## config.mk

```make
export PLATFORM = sky130hd
export DESIGN_NAME = tcs_timer_channel
export DESIGN_NICKNAME = d
export VERILOG_FILES = /design/src/common/tcs_pkg.sv /design/src/hw/tcs_timer_channel.sv
export VERILOG_INCLUDE_DIRS = /design/src /design/src/common
export SDC_FILE = /design/constraint.sdc
export NUM_CORES = 1
export LEC_CHECK = 0
export BUFFER_PORTS_ARGS = -buffer_cell sky130_fd_sc_hd__clkbuf_2
export CAP_MARGIN = 40
export CORE_MARGIN = 2
export CORE_UTILIZATION = 55
export DETAILED_ROUTE_END_ITERATION = 8
export PLACE_DENSITY_LB_ADDON = 0.12
export SYNTH_ARGS = -nofsm -noshare
export SYNTH_HDL_FRONTEND = slang
export SYNTH_SLANG_ARGS = --single-unit
```

## constraint.sdc

```tcl
create_clock -name aclk -period 2.63 [get_ports aclk]
set_input_delay 0.3945 -clock aclk [delete_from_list [all_inputs] [get_ports aclk]]
set_output_delay 0.3945 -clock aclk [all_outputs]
set_load 0.03 [all_outputs]
```

## src/common/tcs_cfg.svh

```systemverilog
// register offsets, field positions, reset values for the timer channel
`ifndef TCS_CFG_SVH
`define TCS_CFG_SVH
`define TCS_OFF_CTRL 8'h00
`define TCS_OFF_MODE 8'h04
`define TCS_OFF_COUNT 8'h10
`define TCS_OFF_LAT_A 8'h14
`define TCS_OFF_LAT_B 8'h18
`define TCS_OFF_PER_C 8'h1C
`define TCS_OFF_STATUS 8'h20
`define TCS_CTRL_CLK_EN 0
`define TCS_CTRL_CLK_DIS 1
`define TCS_CTRL_SOFT_TRIG 2
`define TCS_ST_WRAP 0
`define TCS_ST_OVERWRITE 1
`define TCS_ST_MATCH_A 2
`define TCS_ST_MATCH_B 3
`define TCS_ST_MATCH_C 4
`define TCS_ST_LATCH_A 5
`define TCS_ST_LATCH_B 6
`define TCS_ST_EXT_TRIG 7
`define TCS_ST_CLK_ON 16
`define TCS_ST_LINE_A 17
`define TCS_ST_LINE_B 18
`define TCS_CNT_MAX 16'hFFFF
`define TCS_VAL_RST 16'h0000
`define TCS_MODE_RST 10'h000
`define TCS_RESP_OKAY 2'h0
`define TCS_RESP_SLVERR 2'h2
`endif

```

## src/common/tcs_pkg.sv

```systemverilog
// types for the timer channel status and compare block
package tcs_pkg;
   // line action codes: keep, drive high, drive low, invert
   typedef enum logic [1:0] {TCS_ACT_NONE, TCS_ACT_SET, TCS_ACT_CLR, TCS_ACT_TGL} tcs_act_e;
   // channel mode register layout
   typedef struct packed {
      tcs_act_e line_b_on_soft_trigger; // bits 9:8
      tcs_act_e line_b_on_ext_event;    // bits 7:6
      tcs_act_e line_b_on_match_c;      // bits 5:4
      logic [1:0] spare;                // bits 3:2
      logic reset_on_c;                 // bit 1
      logic pulse_output_select;        // bit 0, 1 = waveform
   } tcs_mode_s;
   // whole state of the channel
   typedef struct packed {
      logic [15:0] count;
      logic [15:0] lat_a;
      logic [15:0] lat_b;
      logic [15:0] per_c;
      logic [7:0] flags;
      logic clk_on;
      logic line_a_o;
      logic line_b_o;
      tcs_mode_s mode;
      logic [1:0] a_sync;
      logic [1:0] b_sync;
      logic [1:0] e_sync;
      logic a_prev;
      logic e_prev;
      logic unread_a;
      logic unread_b;
      logic aw_have;
      logic [7:0] awaddr;
      logic w_have;
      logic [31:0] wdata;
      logic [3:0] wstrb;
      logic bvalid;
      logic [1:0] bresp;
      logic rvalid;
      logic [31:0] rdata;
      logic [1:0] rresp;
   } tcs_state_s;
endpackage

```

## src/hw/tcs_timer_channel.sv

```systemverilog
// one timer channel: counter, latches, period compare, status, axi4-lite slave
// Function
// - on count equal to period value, act on line B per line_b_on_match_c, waveform mode only
// - on external event, act on line B per line_b_on_ext_event, waveform mode only
// - on software trigger, act on line B per line_b_on_soft_trigger, waveform mode only
// - live count register is read-only, low 16 bits, upper bits zero
// - latch A read-only in capture mode, read/write in waveform mode
// - latch B read-only in capture mode, read/write in waveform mode
// - period value always readable and writable
// - wrap flag set on counter overflow, cleared by status read
// - overwrite flag on second latch load without read, capture mode only
// - match A flag in waveform mode only, clears on status read
// - match B flag in waveform mode only, clears on status read
// - match C flag in both modes, clears on status read
// - latch A flag on latch A load, capture mode only
// - latch B flag on latch B load, capture mode only
// - external trigger flag set on each trigger, cleared by status read
// - status bit 16 shows counter clock enabled
// - status bit 17 mirrors line A: sensed in capture, driven in waveform
// - status bit 18 mirrors line B: sensed in capture, driven in waveform
// - pulse_output_select 0 means capture mode, 1 waveform mode
`timescale 1ns/100ps
`include "tcs_cfg.svh"
module tcs_timer_channel
   import tcs_pkg::*;
(
   input wire logic aclk,
   input wire logic aresetn,
   input wire logic [7:0] s_axi_awaddr,
   input wire logic s_axi_awvalid,
   output logic s_axi_awready,
   input wire logic [31:0] s_axi_wdata,
   input wire logic [3:0] s_axi_wstrb,
   input wire logic s_axi_wvalid,
   output logic s_axi_wready,
   output logic [1:0] s_axi_bresp,
   output logic s_axi_bvalid,
   input wire logic s_axi_bready,
   input wire logic [7:0] s_axi_araddr,
   input wire logic s_axi_arvalid,
   output logic s_axi_arready,
   output logic [31:0] s_axi_rdata,
   output logic [1:0] s_axi_rresp,
   output logic s_axi_rvalid,
   input wire logic s_axi_rready,
   input wire logic timer_line_a_i,
   output logic timer_line_a_o,
   output logic timer_line_a_oe,
   input wire logic timer_line_b_i,
   output logic timer_line_b_o,
   output logic timer_line_b_oe,
   input wire logic ext_event_i
);

   tcs_state_s s_q;
   tcs_state_s s_d;
   logic wave;
   logic running;
   logic match_a;
   logic match_b;
   logic match_c;
   logic ev_wrap;
   logic ev_ext;
   logic ev_soft;
   logic load_a;
   logic load_b;
   logic wr_go;
   logic rd_go;
   logic rd_status;
   logic [31:0] status_view;
   logic [31:0] rd_word;
   logic [15:0] mode_wr;

   // apply one action code to a line level
   function automatic logic line_act(input tcs_act_e code, input logic cur);
      case (code)
         TCS_ACT_SET: line_act = 1'b1;
         TCS_ACT_CLR: line_act = 1'b0;
         TCS_ACT_TGL: line_act = ~cur;
         default: line_act = cur;
      endcase
   endfunction

   // byte-lane merge of a 16-bit value
   function automatic logic [15:0] merge16(input logic [15:0] old, input logic [31:0] wd,
                                           input logic [3:0] st);
      merge16 = {st[1] ? wd[15:8] : old[15:8], st[0] ? wd[7:0] : old[7:0]};
   endfunction

   // event decode from the registered state
   always_comb begin
      wave = s_q.mode.pulse_output_select;
      running = s_q.clk_on;
      match_a = wave && running && (s_q.count == s_q.lat_a);
      match_b = wave && running && (s_q.count == s_q.lat_b);
      match_c = running && (s_q.count == s_q.per_c);
      ev_wrap = running && (s_q.count == `TCS_CNT_MAX);
      ev_ext = s_q.e_sync[1] && !s_q.e_prev; // rising edge of the event pin
      load_a = !wave && s_q.a_sync[1] && !s_q.a_prev; // capture on line A rise
      load_b = !wave && !s_q.a_sync[1] && s_q.a_prev; // capture on line A fall
      wr_go = s_q.aw_have && s_q.w_have && !s_q.bvalid;
      ev_soft = wr_go && (s_q.awaddr == `TCS_OFF_CTRL) && s_q.wstrb[0]
                && s_q.wdata[`TCS_CTRL_SOFT_TRIG];
      rd_go = s_axi_arvalid && !s_q.rvalid;
      rd_status = rd_go && (s_axi_araddr == `TCS_OFF_STATUS);
      mode_wr = merge16({6'h00, s_q.mode}, s_q.wdata, s_q.wstrb); // lanes merged, top cut
   end

   // status word with mode masking and line mirrors
   always_comb begin
      status_view = 32'h00000000;
      status_view[7:0] = s_q.flags;
      if (wave) begin
         status_view[`TCS_ST_OVERWRITE] = 1'b0;
         status_view[`TCS_ST_LATCH_A] = 1'b0;
         status_view[`TCS_ST_LATCH_B] = 1'b0;
      end else begin
         status_view[`TCS_ST_MATCH_A] = 1'b0;
         status_view[`TCS_ST_MATCH_B] = 1'b0;
      end
      status_view[`TCS_ST_CLK_ON] = s_q.clk_on;
      status_view[`TCS_ST_LINE_A] = wave ? s_q.line_a_o : s_q.a_sync[1];
      status_view[`TCS_ST_LINE_B] = wave ? s_q.line_b_o : s_q.b_sync[1];
   end

   // read data mux
   always_comb begin
      case (s_axi_araddr)
         `TCS_OFF_CTRL: rd_word = 32'h00000000;
         `TCS_OFF_MODE: rd_word = {22'h000000, s_q.mode};
         `TCS_OFF_COUNT: rd_word = {16'h0000, s_q.count};
         `TCS_OFF_LAT_A: rd_word = {16'h0000, s_q.lat_a};
         `TCS_OFF_LAT_B: rd_word = {16'h0000, s_q.lat_b};
         `TCS_OFF_PER_C: rd_word = {16'h0000, s_q.per_c};
         `TCS_OFF_STATUS: rd_word = status_view;
         default: rd_word = 32'h00000000;
      endcase
   end

   // next-state of the whole channel
   always_comb begin
      s_d = s_q;
      // pin synchronisers, second stage feeds edge detect
      s_d.a_sync = {s_q.a_sync[0], timer_line_a_i};
      s_d.b_sync = {s_q.b_sync[0], timer_line_b_i};
      s_d.e_sync = {s_q.e_sync[0], ext_event_i};
      s_d.a_prev = s_q.a_sync[1];
      s_d.e_prev = s_q.e_sync[1];
      // counter runs while enabled, wraps or restarts on period
      if (running) begin
         if (match_c && s_q.mode.reset_on_c) begin
            s_d.count = `TCS_VAL_RST;
         end else begin
            s_d.count = 16'(s_q.count + 16'h0001);
         end
      end
      // capture loads, overwrite tracking
      if (load_a) begin
         s_d.lat_a = s_q.count;
         s_d.unread_a = 1'b1;
      end
      if (load_b) begin
         s_d.lat_b = s_q.count;
         s_d.unread_b = 1'b1;
      end
      // waveform line A: high on match A, low on match C
      if (wave && match_a) begin
         s_d.line_a_o = 1'b1;
      end
      if (wave && match_c) begin
         s_d.line_a_o = 1'b0;
      end
      // line B actions applied in turn, each on the previous result: match C, event, software
      if (wave) begin
         if (match_c) begin
            s_d.line_b_o = line_act(s_q.mode.line_b_on_match_c, s_d.line_b_o);
         end
         if (ev_ext) begin
            s_d.line_b_o = line_act(s_q.mode.line_b_on_ext_event, s_d.line_b_o);
         end
         if (ev_soft) begin
            s_d.line_b_o = line_act(s_q.mode.line_b_on_soft_trigger, s_d.line_b_o);
         end
      end
      // axi write channel capture
      if (s_axi_awvalid && s_axi_awready) begin
         s_d.aw_have = 1'b1;
         s_d.awaddr = s_axi_awaddr;
      end
      if (s_axi_wvalid && s_axi_wready) begin
         s_d.w_have = 1'b1;
         s_d.wdata = s_axi_wdata;
         s_d.wstrb = s_axi_wstrb;
      end
      // register write once address and data are both held
      if (wr_go) begin
         s_d.aw_have = 1'b0;
         s_d.w_have = 1'b0;
         s_d.bvalid = 1'b1;
         s_d.bresp = `TCS_RESP_OKAY;
         case (s_q.awaddr)
            `TCS_OFF_CTRL: begin
               if (s_q.wstrb[0] && s_q.wdata[`TCS_CTRL_CLK_EN]) begin
                  s_d.clk_on = 1'b1;
               end
               if (s_q.wstrb[0] && s_q.wdata[`TCS_CTRL_CLK_DIS]) begin
                  s_d.clk_on = 1'b0; // disable beats enable
               end
            end
            `TCS_OFF_MODE: s_d.mode = tcs_mode_s'(mode_wr[9:0]);
            `TCS_OFF_LAT_A: begin
               if (wave) begin
                  s_d.lat_a = merge16(s_q.lat_a, s_q.wdata, s_q.wstrb);
               end
            end
            `TCS_OFF_LAT_B: begin
               if (wave) begin
                  s_d.lat_b = merge16(s_q.lat_b, s_q.wdata, s_q.wstrb);
               end
            end
            `TCS_OFF_PER_C: s_d.per_c = merge16(s_q.per_c, s_q.wdata, s_q.wstrb);
            `TCS_OFF_COUNT, `TCS_OFF_STATUS: s_d.bresp = `TCS_RESP_OKAY; // writes ignored
            default: s_d.bresp = `TCS_RESP_SLVERR;
         endcase
      end
      if (s_q.bvalid && s_axi_bready) begin
         s_d.bvalid = 1'b0;
      end
      // axi read, data registered one cycle after acceptance
      if (s_q.rvalid && s_axi_rready) begin
         s_d.rvalid = 1'b0;
      end
      if (rd_go) begin
         s_d.rvalid = 1'b1;
         s_d.rdata = rd_word;
         s_d.rresp = `TCS_RESP_OKAY;
         case (s_axi_araddr)
            `TCS_OFF_CTRL, `TCS_OFF_MODE, `TCS_OFF_COUNT, `TCS_OFF_PER_C,
            `TCS_OFF_STATUS: s_d.rresp = `TCS_RESP_OKAY;
            `TCS_OFF_LAT_A: s_d.unread_a = load_a; // read consumes, new load stays
            `TCS_OFF_LAT_B: s_d.unread_b = load_b;
            default: s_d.rresp = `TCS_RESP_SLVERR;
         endcase
      end
      // status read clears, events of the same cycle survive
      if (rd_status) begin
         s_d.flags = 8'h00;
      end
      if (ev_wrap) begin
         s_d.flags[`TCS_ST_WRAP] = 1'b1;
      end
      if ((load_a && s_q.unread_a) || (load_b && s_q.unread_b)) begin
         s_d.flags[`TCS_ST_OVERWRITE] = 1'b1;
      end
      if (match_a) begin
         s_d.flags[`TCS_ST_MATCH_A] = 1'b1;
      end
      if (match_b) begin
         s_d.flags[`TCS_ST_MATCH_B] = 1'b1;
      end
      if (match_c) begin
         s_d.flags[`TCS_ST_MATCH_C] = 1'b1;
      end
      if (load_a) begin
         s_d.flags[`TCS_ST_LATCH_A] = 1'b1;
      end
      if (load_b) begin
         s_d.flags[`TCS_ST_LATCH_B] = 1'b1;
      end
      if (ev_ext) begin
         s_d.flags[`TCS_ST_EXT_TRIG] = 1'b1;
      end
   end

   // single state register
   always_ff @(posedge aclk) begin
      if (!aresetn) begin
         s_q <= '0;
      end else begin
         s_q <= s_d;
      end
   end

   // bus and pin outputs
   assign s_axi_awready = !s_q.aw_have && !s_q.bvalid;
   assign s_axi_wready = !s_q.w_have && !s_q.bvalid;
   assign s_axi_bvalid = s_q.bvalid;
   assign s_axi_bresp = s_q.bresp;
   assign s_axi_arready = !s_q.rvalid;
   assign s_axi_rvalid = s_q.rvalid;
   assign s_axi_rdata = s_q.rdata;
   assign s_axi_rresp = s_q.rresp;
   assign timer_line_a_o = s_q.line_a_o;
   assign timer_line_a_oe = wave;
   assign timer_line_b_o = s_q.line_b_o;
   assign timer_line_b_oe = wave;
endmodule // tcs_timer_channel

```

==> results.yml, run 1 <==
synthesis:
  synth_edf_count: 0
  synthesis.area_mm2: 0.00710
  synthFlopType: "dfxtp_1"
  yosys_warnings: 0
  synth.avg_cell_area_um2: 8.78
  ys_seq_area_share_pct: 41.2
  syn_inst: 809
  synth_top_cell_area_share_pct: 41.2
  synth.largest_area_cell: "dfxtp_1"
  async_reset_ff_share_pct: 0
  yosys.cell_types.count: 55
  ys_ff_latch: 146
  synthTopCellsByArea: "dfxtp_1, nand2_1, a21oi_1"
clock_tree:
  insertion_delay_ps: 430
  cts_root_buf: "clkbuf_16"
  clock_path_buffers: 2
  cts-resized-gates: 0
  cts_setup_buffers: 0
  cts_buffers: 17
  cts.sinks: 146
  cts.htree.levels: 4
  cts_tree: "built"
  clkTransAtPathRegs_ps: 60
  cts_hold_repair.buffers: 0
critical_path:
  crit_slowest_cell: "dfxtp_1"
  worstSetupStartpointType: "register"
  reg2reg_depth: 6
  r2r_start: "s_q[176]$_SDFFE_PN0P_"
  critPathMaxStageDelay_ps: 590
  timing.rr.end: "timer_line_b_o$_SDFFE_PN0P_"
  cp.required_ps: 2990
  cp-startpoint: "s_q[176]$_SDFFE_PN0P_"
  worst-r2r-setup-slack_ps: 410
  worst-setup-path-type: "register to register"
  critical_path_arrival_ps: 2580
  cp_cell_sequence: "xor2_1 > nor4_1 > nand2_1 > o21a_1 > or4_1 > o211ai_2"
  cp-end-kind: "register"
  crit_fanout: 9
timing:
  rsz0062_at_grt: "false"
  layout_min_cycle_time_ps: 2220
  setup_viol: 0
  fin_ws_ps: 414
  worstMarginPinSlew_ps: 803
  relSlewSlack_pct: 46.3
  tns_ps: 0
  hold_ws_ps: 153
  finalClockSkew_ps: 7.12
  maxSlewViolCount: 0
  clock.fmax_mhz: 451
  period_share_pct: 84.3
  hold_violations: 0
global_route:
  grt_max_degree: 68
  grt_pass1_vias: 5673
  grt_pass1_wl_mm: 30.8
  antenna_found_initial: 0
  gr-total-overflow: 0
  grt_usage_pct: 28.6
route:
  drt_iter0_drc: 510
  avgViaCountPerCell: 5.79
  routed_wl_mm: 19.5
  via_count: 6028
  first_pass_iters: 5
  wl_per_cell_um: 18.7
  drc_errors: 0
  ant_nets: 0
die:
  fp-row-count: 41
  die_h_um: 118
  ios: 107
  start_util_pct: 56.3
  dieArea_mm2: 0.0138
  core_mm2: 0.0126
  die_x_um: 118
power:
  ir_drop_mv: 0.441
  p_sw_share_pct: 26.2
  clkPwrFrac_pct: 46.3
  leakage_nw: 3.01
  pwr-share-seq_pct: 46.4
  power_density_mw_per_mm2: 624
  p_comb_share_pct: 7.2
  power_w: 0.00503
  p_switching_w: 0.00132
  p_int_w: 0.00371
place:
  post-dp-hpwl_mm: 14.2
  dp_slack_ps: 393
  gp_congestion: 1.01
  portBuffers: 73
finish:
  multi_input_area_mm2: 0.00372
  drive_gt1_share_pct: 19.0
  area_growth_pct: 13.5
  fin_util_pct: 63.9
  antenna_cells: 0
  seq_area_mm2: 0.00292
  n_fill_cell: 1117
  nNetsFinal: 920
min_path:
  hp-start: "s_axi_rready"
  min_path_cells: 2
  hold_path.class: "primary input to register"
  min_to: "s_axi_rvalid$_SDFFE_PN0P_"
status:
  outcome: "finished, final reports clean"
run:
  max-cap-violations: 0
## sequential cells by signal, summed over array words and instances, names as in the netlist
register         cells
s_axi_bresp          1
timer_line_a_o       1
timer_line_b_o       1
s_axi_rvalid         1
s_axi_bvalid         1
s_q                114
s_d                  5
s_axi_rdata         19
timer_line_a_oe      1
running              1
s_axi_rresp          1
## placed cells by master, fill, tap and decap left out, types with 6 or more instances in the layout
master      instances
clkbuf_2           73
xnor2_1            37
nor2b_1             6
mux4_2             13
mux2i_1            28
nand4_1            14
inv_1               7
nor4_1              6
o21ai_0            16
a22oi_1            36
a21oi_1            89
nor4_4              6
nand3_1            12
clkbuf_16          17
nor2_1             70
xor2_1             26
conb_1             15
nand2b_1           11
buf_4              29
dfxtp_1           146
clkinvlp_4          7
and2_1             15
nand2_1           125
## worst max-delay path by stage
stage | endpoint | slack (ps) | cells past startpoint
floorplan | timer_line_b_o$_SDFFE_PN0P_ | 660 | 6
CTS | timer_line_b_o$_SDFFE_PN0P_ | 450 | 6
global placement | s_axi_rdata[9]$_SDFFE_PN0P_ | 440 | 7
detailed placement | s_q[108]$_SDFFE_PN0P_ | 390 | 6
global route | timer_line_b_o$_SDFFE_PN0P_ | 340 | 6
finish | timer_line_b_o$_SDFFE_PN0P_ | 410 | 6
## stage by stage
stage / area (µm²) / cells
finish: 8060 / 1042
floorplan: 7150 / 823
detailed placement: 7490 / 1010
global placement: 7490 / 1010
global route: 8060 / 1042
CTS: 8060 / 1042
## worst max-delay path: cells and delay by family (launching register included)
| family | cells | cell delay (ps) |
|---|---|---|
| AOI/OAI and AO/OA | 2 | 320 |
| DFF | 1 | 590 |
| xor gates and xnor gates | 1 | 140 |
| and+or+nand+nor | 3 | 1090 |
## logic make-up after synthesis
logic type	after synthesis	synth area share (%)
AOI/OAI and AO/OA	168	14.4
DFF	146	41.2
buffers and inverters	96	7.30
xor gates and xnor gates	63	7.77
other	1	0.0528
adders and majority gates	1	0.176
and+or+nand+nor	292	20.9
muxes	42	8.23
## cell usage after synthesis (3+ instances only)
library cell,n
dfxtp_1,146
nand2_1,125
a21oi_1,89
nor2_1,70
buf_4,39
clkbuf_1,37
xnor2_1,37
a22oi_1,36
mux2i_1,28
xor2_1,26
o21ai_0,16
and2_1,15
nand4_1,14
mux4_2,13
nand3_1,12
nand2b_1,11
buf_2,9
inv_1,7
nor2b_1,6
nor4_1,6
nor4_4,6
nor3_1,5
a221oi_1,4
and3_1,4
a211oi_1,3
a22o_1,3
a31oi_1,3
a32oi_1,3
buf_1,3
## power by group through the flow
stage          sequential (W)  clock, W  combinational, W
2_1_floorplan         0.00235         0          0.000290
3_3_place_gp          0.00238         0          0.000355
3_5_place_dp          0.00238         0          0.000362
4_1_cts               0.00233   0.00235          0.000364
5_1_grt               0.00234   0.00246          0.000396
6_report              0.00233   0.00233          0.000363
## layer usage
metal	global-route usage, %	vias up	part of all wire (%)
li1	-	2856	-
met1	39.3	2879	43
met2	44.3	254	47
met3	5.09	39	6.5
met4	12.5	0	3.2
met5	0	-	0
## final cells by class
class                      instances  area share (%)
clock buffer                      18            5.45
tap                              172            2.67
sequential                       146            36.3
inverter                           8           0.373
timing repair buffer             103            7.48
clock inverter                    14            1.63
multi-input combinational        581            46.1
Note: power is estimated with default switching activity, not from simulation.
==> run 2: changes to the inputs <==
Settings changed: ABC_AREA set to 1, CORE_UTILIZATION 55 to 52.
Clock period 2.63 ns to 1.9 ns, I/O delays scaled along.
==> run 2 against run 1 <==
Effect of this change:
- hold slack lost 120 ps
- power increased by 51%
- cell area up 8.3%
- synthesized cell count up 25%
- sequential power rose by 39%
- core utilization fell by 0.49 points
- non-clock buffer count increased by 45
- register-to-register slack worse by 350 ps
- fmax up 21%
- combinational power grew 65%
- clock skew increased by 1.4 ps
==> results.yml, run 2 <==
finish:
  area_growth_pct: 20.3
  antenna_cells: 0
  largest_register: "s_q"
  layout_commonest_cell: "nand2_1"
  final_cell_mix: "nand2_1, dfxtp_1, nor2_1"
  nNetsFinal: 1168
  largest_reg_flops: 114
  fin_area_mm2: 0.00873
  drive_gt1_share_pct: 22.3
run:
  max-cap-violations: 0
die:
  start_util_pct: 52.7
  die_x_um: 122
  dieArea_mm2: 0.0149
  fp-row-count: 43
  die_h_um: 122
  ios: 107
  core_mm2: 0.0138
place:
  post-dp-hpwl_mm: 16.1
  portBuffers: 73
  post_dp_cell_area_mm2: 0.00796
  gp_congestion: 0.983
  dp_slack_ps: 83.4
min_path:
  hold_path.class: "primary input to register"
  hp-start: "timer_line_b_i"
synthesis:
  synth.avg_cell_area_um2: 7.19
  ys_seq_area_share_pct: 40.3
  synthFlopType: "dfxtp_1"
  yosys.cell_types.count: 51
  synthesis.area_mm2: 0.00726
  synth_edf_count: 0
  synthTopCellsByArea: "dfxtp_1, nand2_1, a21oi_1"
  ys_ff_latch: 146
  yosys_warnings: 0
  async_reset_ff_share_pct: 0
  syn_inst: 1009
  synth.most_common_cell: "nand2_1"
  synth.largest_area_cell: "dfxtp_1"
  synth_top_cell_area_share_pct: 40.3
  synth_common_cells: "nand2_1, dfxtp_1, nor2_1"
power:
  ir_drop_mv: 0.550
  power_w: 0.00760
  power_density_mw_per_mm2: 871
  leakage_nw: 3.58
clock_tree:
  cts_hold_repair.buffers: 0
  cts_buffers: 17
  clock_path_buffers: 2
  insertion_delay_ps: 430
  clkTransAtPathRegs_ps: 60
  cts_root_buf: "clkbuf_16"
  cts.htree.levels: 4
  cts_tree: "built"
  cts.sinks: 146
critical_path:
  crit_buf_inv: 2
  critical_path_arrival_ps: 2210
  cp-end-kind: "register"
  critPathTopFamily: "simple AND/OR/NAND/NOR gates"
  worstSetupStartpointType: "register"
  r2r_start: "s_q[81]$_SDFFE_PN0P_"
  cp_cell_sequence: "nor2_2 > nand3_2 > nor2_2 > nand4_1 > buf_4 > o21ai_4 > buf_4 > a21oi_1 > nor2_1"
  critPathMaxStageDelay_ps: 310
  cp-startpoint: "s_q[81]$_SDFFE_PN0P_"
  cp.required_ps: 2270
  crit_slowest_cell: "dfxtp_1"
  crit_fanout: 7
  worst-setup-path-type: "register to register"
global_route:
  grt_max_degree: 53
  grt_pass1_vias: 6372
  antenna_found_initial: 0
  gr-total-overflow: 0
  grt_usage_pct: 30.5
  grt_pass1_wl_mm: 34.2
route:
  drc_errors: 0
  ant_nets: 0
  first_pass_iters: 6
  avgViaCountPerCell: 5.54
  drt_iter0_drc: 751
  wl_per_cell_um: 17.2
  routed_wl_mm: 22.3
  via_count: 7195
timing:
  hold_violations: 0
  hold_ws_ps: 36.9
  maxSlewViolCount: 0
  layout_min_cycle_time_ps: 1830
  setup_viol: 0
  worstMarginPinSlew_ps: 505
  fin_ws_ps: 66.1
  finalClockSkew_ps: 8.48
  period_share_pct: 96.5
  relSlewSlack_pct: 66.3
  tns_ps: 0
  clock.fmax_mhz: 545
status:
  outcome: "finished, final reports clean"
run 2: through the flow:
| step | std cells | util, % |
|---|---|---|
| after floorplan | 1023 | - |
| after global placement | 1257 | 57.8 |
| after detailed placement | 1257 | 57.8 |
| after CTS | 1289 | 62.6 |
| after global routing | 1298 | 63.4 |
| final | 1298 | 63.4 |
run 2: worst reg2reg max path, cell delays in order, from the launching register on:
cell,delay [ps]
dfxtp_1,310
nor2_2,160
nand3_2,130
nor2_2,150
nand4_1,220
buf_4,230
o21ai_4,270
buf_4,180
a21oi_1,50
nor2_1,80
run 2: final timing paths:
| kind | endpoint | slack [ps] | cells past startpoint |
|---|---|---|---|
| hold / removal | s_d[91]$_SDFF_PN0_ | 40 | 3 |
| setup / recovery | s_q[147]$_SDFFE_PN0P_ | 70 | 9 |
| hold reg to reg | s_d[87]$_SDFF_PN0_ | 410 | 2 |
| setup reg to reg | s_q[147]$_SDFFE_PN0P_ | 70 | 9 |
run 2: per-layer routing:
layer  up-vias  GRT usage [%]  wire length (µm)
li1       3501              -                 -
met1      3306           42.3              9770
met2       345           46.2              9860
met3        43           6.79              2040
met4         0           11.8               662
met5         -              0                 0
run 2: timing repair:
item                       in CTS  in global routing
gates resized for setup         0                 12
hold endpoints to repair        0                  0
setup endpoints to repair       0                 23
setup buffers                   0                  9
run 2: kinds of logic (layout without fill, tap and decap cells):
group                    after synthesis  count (layout)  synth area share (%)
AO/OA/AOI/OAI                        269             269                  21.6
AND/OR/NAND/NOR                      376             376                  22.8
other                                  1              15                0.0517
flip-flops                           146             146                  40.3
XOR/XNOR                              20              20                  2.41
buffers and inverters                195             290                  12.5
multiplexers                           1               1                 0.155
adder cells (fa/ha/maj)                1               1                 0.172
run 2: power by group:
group          internal (W)  switching, W
clock               0.00240       0.00137
sequential          0.00315     0.0000779
combinational      0.000189      0.000410
total               0.00574       0.00185
run 2: layout make-up:
cell class | count | area (µm²)
timing repair buffer | 148 | 995
clock inverter | 13 | 206
clock buffer | 19 | 453
fill | 1336 | 5050
tap | 180 | 225
sequential | 146 | 2930
multi-input combinational | 682 | 3510
inverter | 110 | 413
